File: config.mk
export PLATFORM = sky130hd
export DESIGN_NAME = cmo_regs
export DESIGN_NICKNAME = d
export VERILOG_FILES = /design/src/common/cmo_pkg.sv /design/src/rtl/cmo_regs.sv /design/src/rtl/cmo_sync.sv
export VERILOG_INCLUDE_DIRS = /design/src /design/src/common
export SDC_FILE = /design/constraint.sdc
export NUM_CORES = 2
export LEC_CHECK = 0
export BUFFER_PORTS_ARGS = -buffer_cell sky130_fd_sc_hd__clkbuf_2
export CAP_MARGIN = 40
export CORE_MARGIN = 5
export CORE_UTILIZATION = 56
export DETAILED_ROUTE_END_ITERATION = 10
export PLACE_DENSITY = 0.75
export SETUP_SLACK_MARGIN = 0.15
export SYNTH_ARGS = -nofsm -noshare
export SYNTH_HDL_FRONTEND = slang
export SYNTH_HIERARCHICAL = 1
export SYNTH_SLANG_ARGS = --single-unit
File: constraint.sdc
create_clock -name CLK -period 6.45 [get_ports CLK]
set_input_delay 1.29 -clock CLK [delete_from_list [all_inputs] [get_ports CLK]]
set_output_delay 1.29 -clock CLK [all_outputs]
set_load 0.1 [all_outputs]
File: src/common/cmo_map.svh
// Offsets, field positions, reset values and timing counts of the option registers
`ifndef CMO_MAP_SVH
`define CMO_MAP_SVH

`define CMO_CMD_HISTORY 8'hDF
`define CMO_CMD_OPTIONS 8'hE0
`define CMO_CMD_TEMP_OFFSET 8'hE1
`define CMO_CMD_REMOTE_CAL 8'hE2
`define CMO_CMD_REMOTE_CTRL 8'hE3

`define CMO_OPT_PEC 7
`define CMO_OPT_RATIO 6
`define CMO_OPT_DROOP 5
`define CMO_OPT_ARLC 3
`define CMO_OPT_DBV 2
`define CMO_OPT_WMASK 8'hEC
`define CMO_OPT_RESET 8'h00
`define CMO_RC_RESET 8'h00

`define CMO_HIST_BYTES 6'h20
`define CMO_HIST_ENTRIES 5'h10
`define CMO_CAL_BYTES 6'h04
`define CMO_WORD_BYTES 6'h02
`define CMO_BYTE_BYTES 6'h01

`define CMO_CAPTURE_INTERVAL_S 8
`define CMO_CLK_HZ 100000000

`define CMO_CRC_POLY 8'h07
`define CMO_DEV_ADDR_DEFAULT 7'h40
`define CMO_SYNC_RESET 3'b011
`define CMO_SYNC_SCL 0
`define CMO_SYNC_SDA 1
`define CMO_SYNC_RAMP 2

`endif

File: src/common/cmo_pkg.sv
// Types shared by the option register bank and its input synchroniser
package cmo_pkg;

    typedef logic [15:0] cmo_word_t;
    typedef logic [7:0] cmo_byte_t;
    typedef logic [31:0] cmo_dword_t;

    typedef enum logic [2:0] {
        CMO_IDLE,
        CMO_ADDR,
        CMO_CMD,
        CMO_WDATA,
        CMO_ACK,
        CMO_TX,
        CMO_MACK
    } cmo_state_e;

    typedef struct packed {
        logic [2:0] s1;
        logic [2:0] s2;
        logic [2:0] s3;
        logic [2:0] lvl;
    } cmo_sync_s;

    typedef struct packed {
        cmo_state_e st;
        cmo_state_e nxt;
        logic scl_p;
        logic sda_p;
        logic [3:0] bitcnt;
        logic [7:0] shreg;
        logic rw;
        logic mack_ok;
        logic [7:0] cmd;
        logic [5:0] idx;
        logic [7:0] wbuf;
        logic [1:0] wcnt;
        logic pec_ok;
        logic [7:0] crc;
        logic sda_oe;
        logic sda_o;
        logic [7:0] opt;
        logic [7:0] rc;
        logic [15:0][15:0] hist;
        logic [4:0] hist_cnt;
        logic hist_on;
        logic [31:0] timer;
        logic rt_active;
        logic [31:0] rtemp;
    } cmo_regs_s;

endpackage

File: src/rtl/cmo_regs.sv
// Manufacturer option register bank reached over the management link
//
// Operation
// - History command answers a block read of exactly 32 bytes of status words.
// - History capture starts right after output ramp-up completes, never earlier.
// - One status word every 8 s over first 128 s, sixteen entries.
// - Entry n sits at bits 16n+15..16n; entry 0 lowest, sent first.
// - Special options is a read/write byte; bits 0, 1 and 4 reserved.
// - Options bit 7 set: writes need a valid PEC byte from host.
// - Options bit 6 enables ratio tracking mode.
// - Ratio tracking active while input is below undervoltage warning limit.
// - Options bit 5 selects droop: 0 linear, 1 non-linear.
// - Options bit 3 enables adaptive ramp and dynamic loop compensation.
// - Options bit 2 enables dynamic bus voltage.
// - Internal temperature offset is a read-only word in 0.1 degree units.
// - Remote temperature equals slope times sensor reading plus offset.
// - Remote calibration read returns four bytes: offset low two, slope high two.
`timescale 1ns/10ps
`include "cmo_map.svh"

module cmo_regs #(
    parameter logic [6:0] DEV_ADDR = `CMO_DEV_ADDR_DEFAULT,
    parameter logic [31:0] CAPTURE_CYCLES = 32'(`CMO_CAPTURE_INTERVAL_S * `CMO_CLK_HZ)
) (
    input wire logic CLK,
    input wire logic RST_B,
    input wire logic SCL,
    input wire logic SDA_IN,
    output logic SDA_OUT,
    output logic SDA_OE,
    input wire logic RAMP_DONE,
    input wire cmo_pkg::cmo_word_t STATUS_WORD,
    input wire cmo_pkg::cmo_word_t TEMP_OFFSET_INT,
    input wire cmo_pkg::cmo_word_t REMOTE_CAL_OFFSET,
    input wire cmo_pkg::cmo_word_t REMOTE_CAL_SLOPE,
    input wire cmo_pkg::cmo_word_t REMOTE_SENSOR_READING,
    input wire cmo_pkg::cmo_word_t VIN_LEVEL,
    input wire cmo_pkg::cmo_word_t INPUT_UNDERVOLTAGE_WARNING_LIMIT,
    output logic PEC_REQUIRED,
    output logic RATIO_TRACKING_ENABLE,
    output logic RATIO_TRACKING_ACTIVE,
    output logic DROOP_SLOPE_SELECT,
    output logic ADAPTIVE_RAMP_LOOP_COMP,
    output logic DYNAMIC_BUS_VOLTAGE_ENABLE,
    output cmo_pkg::cmo_byte_t REMOTE_CONTROL_CONFIG,
    output cmo_pkg::cmo_dword_t REMOTE_TEMP
);
    import cmo_pkg::*;

    // ----------------------------------------
    // Helpers
    // ----------------------------------------
    function automatic logic [7:0] crc8(input logic [7:0] crc, input logic [7:0] data);
        logic [7:0] c;
        c = crc ^ data;
        for (int i = 0; i < 8; i++) begin
            c = c[7] ? ((c << 1) ^ `CMO_CRC_POLY) : (c << 1);
        end
        return c;
    endfunction

    // Data bytes of a read, count byte included for blocks; zero means unmapped
    function automatic logic [5:0] rd_len(input logic [7:0] cmd);
        case (cmd)
            `CMO_CMD_HISTORY: rd_len = `CMO_HIST_BYTES + `CMO_BYTE_BYTES;
            `CMO_CMD_REMOTE_CAL: rd_len = `CMO_CAL_BYTES + `CMO_BYTE_BYTES;
            `CMO_CMD_TEMP_OFFSET: rd_len = `CMO_WORD_BYTES;
            `CMO_CMD_OPTIONS: rd_len = `CMO_BYTE_BYTES;
            `CMO_CMD_REMOTE_CTRL: rd_len = `CMO_BYTE_BYTES;
            default: rd_len = 6'h00;
        endcase
    endfunction

    function automatic logic cmd_writable(input logic [7:0] cmd);
        return (cmd == `CMO_CMD_OPTIONS) || (cmd == `CMO_CMD_REMOTE_CTRL);
    endfunction

    cmo_regs_s q;
    cmo_regs_s d;
    logic [2:0] sync_lvl;
    logic scl_s;
    logic sda_s;
    logic ramp_s;
    logic scl_rise;
    logic scl_fall;
    logic start_c;
    logic stop_c;
    logic [255:0] hist_flat;
    logic [31:0] cal_flat;
    logic [5:0] tx_len;
    logic [5:0] tx_k;
    logic [7:0] tx_data;
    logic [7:0] tx_byte;

    // ----------------------------------------
    // Pin synchronisers
    // ----------------------------------------
    cmo_sync u_sync (
        .clk(CLK),
        .rst_b(RST_B),
        .async_in({RAMP_DONE, SDA_IN, SCL}),
        .level_out(sync_lvl)
    );

    assign scl_s = sync_lvl[`CMO_SYNC_SCL];
    assign sda_s = sync_lvl[`CMO_SYNC_SDA];
    assign ramp_s = sync_lvl[`CMO_SYNC_RAMP];
    assign scl_rise = scl_s & ~q.scl_p;
    assign scl_fall = ~scl_s & q.scl_p;
    assign start_c = scl_s & q.scl_p & q.sda_p & ~sda_s;
    assign stop_c = scl_s & q.scl_p & ~q.sda_p & sda_s;

    // ----------------------------------------
    // Read data selection
    // ----------------------------------------
    assign hist_flat = q.hist;
    assign cal_flat = {REMOTE_CAL_SLOPE, REMOTE_CAL_OFFSET};
    assign tx_len = rd_len(q.cmd);
    assign tx_k = q.idx - 6'h01;

    always_comb begin
        case (q.cmd)
            `CMO_CMD_HISTORY: begin
                if (q.idx == 6'h00) begin
                    tx_data = {2'b00, `CMO_HIST_BYTES};
                end else begin
                    tx_data = hist_flat[{tx_k[4:0], 3'b000} +: 8];
                end
            end
            `CMO_CMD_REMOTE_CAL: begin
                if (q.idx == 6'h00) begin
                    tx_data = {2'b00, `CMO_CAL_BYTES};
                end else begin
                    tx_data = cal_flat[{tx_k[1:0], 3'b000} +: 8];
                end
            end
            `CMO_CMD_TEMP_OFFSET: begin
                tx_data = q.idx[0] ? TEMP_OFFSET_INT[15:8] : TEMP_OFFSET_INT[7:0];
            end
            `CMO_CMD_OPTIONS: tx_data = q.opt & `CMO_OPT_WMASK;
            `CMO_CMD_REMOTE_CTRL: tx_data = q.rc;
            default: tx_data = 8'hFF;
        endcase
        // PEC follows the data; anything past it reads as idle bus
        if (q.idx < tx_len) begin
            tx_byte = tx_data;
        end else if (q.idx == tx_len) begin
            tx_byte = q.crc;
        end else begin
            tx_byte = 8'hFF;
        end
    end

    // ----------------------------------------
    // Next state
    // ----------------------------------------
    always_comb begin
        d = q;
        d.scl_p = scl_s;
        d.sda_p = sda_s;
        d.sda_o = 1'b0;

        if (start_c) begin
            d.st = CMO_ADDR;
            d.bitcnt = 4'h0;
            d.sda_oe = 1'b0;
        end else if (stop_c) begin
            // Write takes effect only at stop, after the PEC verdict
            if (cmd_writable(q.cmd) && q.wcnt != 2'h0) begin
                if ((q.wcnt == 2'h2) ? q.pec_ok : !q.opt[`CMO_OPT_PEC]) begin
                    if (q.cmd == `CMO_CMD_OPTIONS) begin
                        d.opt = q.wbuf & `CMO_OPT_WMASK;
                    end else begin
                        d.rc = q.wbuf;
                    end
                end
            end
            d.st = CMO_IDLE;
            d.wcnt = 2'h0;
            d.crc = 8'h00;
            d.sda_oe = 1'b0;
        end else begin
            case (q.st)
                CMO_ADDR, CMO_CMD, CMO_WDATA: begin
                    if (scl_rise && q.bitcnt != 4'h8) begin
                        d.shreg = {q.shreg[6:0], sda_s};
                        d.bitcnt = q.bitcnt + 4'h1;
                    end else if (scl_fall && q.bitcnt == 4'h8) begin
                        d.st = CMO_IDLE;
                        d.bitcnt = 4'h0;
                        if (q.st == CMO_ADDR) begin
                            if (q.shreg[7:1] == DEV_ADDR) begin
                                d.st = CMO_ACK;
                                d.sda_oe = 1'b1;
                                d.rw = q.shreg[0];
                                d.nxt = q.shreg[0] ? CMO_TX : CMO_CMD;
                                d.idx = 6'h00;
                                d.crc = crc8(q.crc, q.shreg);
                            end
                        end else if (q.st == CMO_CMD) begin
                            if (rd_len(q.shreg) != 6'h00) begin
                                d.st = CMO_ACK;
                                d.sda_oe = 1'b1;
                                d.cmd = q.shreg;
                                d.nxt = CMO_WDATA;
                                d.wcnt = 2'h0;
                                d.pec_ok = 1'b0;
                                d.crc = crc8(q.crc, q.shreg);
                            end
                        end else if (cmd_writable(q.cmd) && q.wcnt != 2'h2) begin
                            d.st = CMO_ACK;
                            d.sda_oe = 1'b1;
                            d.nxt = CMO_WDATA;
                            d.wcnt = q.wcnt + 2'h1;
                            if (q.wcnt == 2'h0) begin
                                d.wbuf = q.shreg;
                                d.crc = crc8(q.crc, q.shreg);
                            end else begin
                                d.pec_ok = (q.shreg == q.crc);
                            end
                        end
                    end
                end
                CMO_ACK, CMO_MACK: begin
                    if (scl_rise && q.st == CMO_MACK) begin
                        d.mack_ok = ~sda_s;
                    end else if (scl_fall) begin
                        d.sda_oe = 1'b0;
                        d.st = q.nxt;
                        if (q.st == CMO_MACK && !q.mack_ok) begin
                            d.st = CMO_IDLE;
                        end else if (q.nxt == CMO_TX) begin
                            // Load a byte and drive its first bit on this edge
                            d.shreg = tx_byte;
                            d.sda_oe = ~tx_byte[7];
                            d.bitcnt = 4'h1;
                            if (q.idx < tx_len) begin
                                d.crc = crc8(q.crc, tx_byte);
                            end
                            if (q.idx != 6'h3F) begin
                                d.idx = q.idx + 6'h01;
                            end
                        end
                    end
                end
                CMO_TX: begin
                    if (scl_fall) begin
                        if (q.bitcnt == 4'h8) begin
                            d.sda_oe = 1'b0;
                            d.st = CMO_MACK;
                            d.nxt = CMO_TX;
                            d.mack_ok = 1'b0;
                        end else begin
                            d.sda_oe = ~q.shreg[6];
                            d.shreg = {q.shreg[6:0], 1'b1};
                            d.bitcnt = q.bitcnt + 4'h1;
                        end
                    end
                end
                default: begin
                    d.st = CMO_IDLE;
                    d.sda_oe = 1'b0;
                end
            endcase
        end

        // ----------------------------------------
        // Start-up status history
        // ----------------------------------------
        if (!q.hist_on) begin
            if (ramp_s) begin
                d.hist_on = 1'b1;
                d.hist[0] = STATUS_WORD;
                d.hist_cnt = 5'h01;
                d.timer = 32'h0000_0000;
            end
        end else if (q.hist_cnt != `CMO_HIST_ENTRIES) begin
            if (q.timer >= CAPTURE_CYCLES - 32'h0000_0001) begin
                d.hist[q.hist_cnt[3:0]] = STATUS_WORD;
                d.hist_cnt = q.hist_cnt + 5'h01;
                d.timer = 32'h0000_0000;
            end else begin
                d.timer = q.timer + 32'h0000_0001;
            end
        end

        // ----------------------------------------
        // Regulation hooks
        // ----------------------------------------
        d.rt_active = q.opt[`CMO_OPT_RATIO] && (VIN_LEVEL < INPUT_UNDERVOLTAGE_WARNING_LIMIT);
        d.rtemp = (32'(REMOTE_CAL_SLOPE) * 32'(REMOTE_SENSOR_READING))
            + {16'h0000, REMOTE_CAL_OFFSET};
    end

    // Uncaptured entries stay zero, as cleared here
    always_ff @(posedge CLK) begin
        if (!RST_B) begin
            q <= '0;
            q.st <= CMO_IDLE;
            q.nxt <= CMO_IDLE;
            q.scl_p <= 1'b1;
            q.sda_p <= 1'b1;
            q.opt <= `CMO_OPT_RESET;
            q.rc <= `CMO_RC_RESET;
        end else begin
            q <= d;
        end
    end

    // ----------------------------------------
    // Outputs
    // ----------------------------------------
    assign SDA_OUT = q.sda_o;
    assign SDA_OE = q.sda_oe;
    assign PEC_REQUIRED = q.opt[`CMO_OPT_PEC];
    assign RATIO_TRACKING_ENABLE = q.opt[`CMO_OPT_RATIO];
    assign RATIO_TRACKING_ACTIVE = q.rt_active;
    assign DROOP_SLOPE_SELECT = q.opt[`CMO_OPT_DROOP];
    assign ADAPTIVE_RAMP_LOOP_COMP = q.opt[`CMO_OPT_ARLC];
    assign DYNAMIC_BUS_VOLTAGE_ENABLE = q.opt[`CMO_OPT_DBV];
    assign REMOTE_CONTROL_CONFIG = q.rc;
    assign REMOTE_TEMP = q.rtemp;
endmodule

File: src/rtl/cmo_sync.sv
// Three-stage synchroniser with agreement filter for pin inputs
`timescale 1ns/10ps
`include "cmo_map.svh"

module cmo_sync (
    input wire logic clk,
    input wire logic rst_b,
    input wire logic [2:0] async_in,
    output logic [2:0] level_out
);
    import cmo_pkg::*;

    cmo_sync_s q;
    cmo_sync_s d;

    // First stage is read only by the second stage
    always_comb begin
        d = q;
        d.s1 = async_in;
        d.s2 = q.s1;
        d.s3 = q.s2;
        d.lvl = (~(q.s2 ^ q.s3) & q.s3) | ((q.s2 ^ q.s3) & q.lvl);
    end

    always_ff @(posedge clk) begin
        if (!rst_b) begin
            q <= {4{`CMO_SYNC_RESET}};
        end else begin
            q <= d;
        end
    end

    assign level_out = q.lvl;
endmodule

==> summary.md <==
| Metric | Value |
|---|---|
| Status | `finished clean` |
| Cell count of the worst hold path | `1` |
| Synth Net Count | `3559` |
| Final Cycle Share | `98.6%` |
| Die H | `232 µm` |
| Setup violators final | `0` |
| DIE AREA | `53900 µm²` |
| Via/cell ratio | `5.78` |
| Final hold vios | `0` |
| Worst min-delay path class | `flop to flop` |
| Synthesized netlist cell count | `3093` |
| R2R depth | `13` |
| TritonCTS clock tree | `built` |
| Setup slack, reg-to-reg | `1.24 ns` |
| Max IR drop VDD | `0.732 mV` |
| Critical path type | `input pin to flop` |
| Max_slew headroom | `40.1%` |
| Fin cells | `3906` |
| Slew Viols, Final | `0` |
| Clock sinks | `407` |
| Largest net degree at the start of global routing | `186` |
| Synthesis-to-layout area growth | `12.9%` |
| Final instance area | `31200 µm²` |
| Layout fillers | `4032` |
| Setup TNS | `0 ns` |
| Starting density of the core | `56.6%` |
| # diodes | `0` |
| Met2 Use GR | `44.9%` |
| Critical path fanouts, max | `5` |
| Hold Slack | `0.434 ns` |
| IO Port Bufs | `163` |
| Final RePlAce weighted congestion | `0.935` |
| Antenna Nets Post-Route | `0` |
| H-Tree Depth | `2` |
| CTS Hold Bufs | `0` |
| IO Count | `165` |
| Max Clock Skew | `0.0218 ns` |
| Vias in the first global route | `22600` |
| Fraction of layout cells with a size suffix above 1 | `16.7%` |
| Std-Cell Rows | `81` |
| Pleak | `13.3 nW` |
| First-pass GRT wire length | `117 mm` |
| Avg Cell Area, Syn | `8.94 µm²` |
| Critical Path AT | `6.81 ns` |
| Initial antenna violation count | `0` |
| Core box area | `48800 µm²` |
| Post-synth top flop | `dfxtp_1` |
| First-iteration detailed-routing DRC count | `1704` |
| Fin crit period | `6.36 ns` |
| Post-placement cell area | `29500 µm²` |
| RSZ-0062 raised after global routing | `yes` |
| Critical path required time | `6.90 ns` |
| Root Driver | `clkbuf_16` |
| Ys async rst share | `0%` |
| CP most frequent cell | `fa_1` |
| Worst-Margin Slew | `0.898 ns` |
| Nets | `3677` |
| Post-synth EDFFs | `0` |
| Synth unique cells | `82` |
| Detail Placement HPWL | `53.5 mm` |
| Sequential fraction of the synthesis area | `29.5%` |
| Max Cap Violations | `0` |
| Reg2reg end | `q[346]` |
| Max incr delay on CP | `0.60 ns` |
| Grt total ovfl | `0` |
| Clk slew on worst S/H paths | `0.06 ns` |
| Ys Warns | `6` |
| Startpoint types | `input pin` |
| Worst Hold Path EP | `u_sync/d[5]` |
| Post-detailed-routing wire length | `71.1 mm` |
| Most Used Layer, Global Route | `met2` |
| Placed cells | `3824` |
| Hold path start | `u_sync/d[8]` |
| Commonest non-fill, non-tap cell in the layout | `dfxtp_1` |
| Clock Latency Late Sink | `0.57 ns` |
| Routed wire per std cell | `18.2 µm` |
| Drt drc | `0` |
| Synthesized cell area | `27700 µm²` |
| Pwr Density | `466 nW/µm²` |
| FMAX | `157 MHz` |
| Via count | `22600` |
| Die width | `232 µm` |
| Met3 usage | `3.85%` |
| Critical path's slowest cell | `fa_1` |
| Met1 GRT Util | `35.8%` |
| Commonest non-fill, non-tap cells in the layout | `dfxtp_1 (406), o21ai_0 (313), inv_1 (300)` |
| GRT Total Usage | `26.3%` |
| CTS Buffer Depth | `3` |
| CTS buffer count | `42` |
| #FFs+latches synth | `407` |
| Worst r2r src | `q[364]` |
| TritonRoute pass-1 iters | `6` |
| Critical Path Sink Type | `flop` |
-- timing repair --
action,CTS,global route
gates resized for setup,1,90
gates cloned,0,1
pin swaps,2,49
setup buffers,0,6
setup endpoints to repair,3,13
-- through the flow --
stage,util [%],total power [mW],worst slack (ns)
after floorplan,-,8.76,-0.00477
after global placement,59.9,11.1,-0.415
after detailed placement,60.5,11.3,-0.471
after CTS,63.3,13.8,0.0934
after global routing,63.9,15.8,-0.115
final,63.9,14.6,0.0873
-- flip-flops by register name, summed over array words and instances (netlist names), named ones only --
| name | flops |
|---|---|
| PEC_REQUIRED | 1 |
| REMOTE_CONTROL_CONFIG | 8 |
| DYNAMIC_BUS_VOLTAGE_ENABLE | 1 |
| ADAPTIVE_RAMP_LOOP_COMP | 1 |
| hist_flat | 256 |
| RATIO_TRACKING_ENABLE | 1 |
| REMOTE_TEMP | 32 |
| u_sync/q | 3 |
| RATIO_TRACKING_ACTIVE | 1 |
| q | 92 |
| SDA_OE | 1 |
| u_sync/d | 6 |
| DROOP_SLOPE_SELECT | 1 |
-- worst max-delay path by stage --
| stage | slack [ns] | startpoint | end |
|---|---|---|---|
| after global routing | -0.11 | REMOTE_SENSOR_READING[5] | REMOTE_TEMP[31] |
| after detailed placement | -0.47 | REMOTE_SENSOR_READING[5] | REMOTE_TEMP[25] |
| after global placement | -0.41 | REMOTE_SENSOR_READING[5] | REMOTE_TEMP[24] |
| final | 0.09 | REMOTE_SENSOR_READING[5] | REMOTE_TEMP[31] |
| after CTS | 0.09 | REMOTE_CAL_SLOPE[8] | REMOTE_TEMP[25] |
| after floorplan | -0.005 | REMOTE_SENSOR_READING[5] | REMOTE_TEMP[24] |
-- per-layer routing --
metal	share of wire, %	wire, µm
met2	48	34400
met5	0	0
met3	6.8	4840
met4	2.1	1470
met1	43	30400
-- cell usage after synthesis (10+ instances only) --
library cell,count,area share [%]
ha_1,139,6.3
and3_1,16,0.36
nor3b_1,15,0.41
nand2_1,291,3.9
and2_1,122,2.8
inv_1,314,4.3
a21o_1,28,0.76
nand2b_1,21,0.48
fa_1,210,15
buf_4,46,1.2
buf_1,24,0.33
nand4_1,15,0.34
xnor2_1,41,1.3
a21oi_1,100,1.8
nand3_1,292,5.3
mux4_2,70,5.7
nor3_1,34,0.62
mux2i_1,38,1.4
dfxtp_1,407,29
a211oi_1,12,0.33
xor2_1,26,0.82
mux4_1,16,1.5
buf_2,10,0.18
nor2_1,177,2.4
o21ai_0,318,5.8
nor2b_1,15,0.34
clkbuf_1,152,2.1
-- where the power goes --
part	total, mW	internal (mW)	switching [mW]	leakage, nW
sequential	2.71	2.64	0.0634	3.29
combinational	9.41	4.38	5.03	9.38
clock	2.45	1.40	1.05	0.676
total	14.6	8.42	6.15	13.3
-- layout make-up --
type                            instances  area (µm²)  area share, %
Timing Repair Buffer                  314        2220           7.11
Sequential cell                       407        8150           26.1
Clock inverter                         15         190          0.609
Multi-Input combinational cell       2132       17500           55.9
Clock buffer                           60        1210           3.87
Tap cell                              664         831           2.66
Inverter                              314        1180           3.77
-- logic make-up after synthesis --
kind of cell,count (synthesis),synth area share (%)
muxes,132,9.06
adders and majority gates,349,21.5
DFF,407,29.5
and+or+nand+nor,1038,18.1
AOI/OAI and AO/OA,543,11.1
other,1,0.0136
xor gates and xnor gates,69,2.28
buffers and inverters,554,8.47
-- worst max-delay path, delay by kind of cell --
family / cells / cell delay (ns)
adder cells (fa/ha/maj): 7 / 3.43
AO/OA/AOI/OAI: 8 / 1.18
buffers and inverters: 7 / 0.53
AND/OR/NAND/NOR: 3 / 0.37
Power figures use the tool's default switching activity.
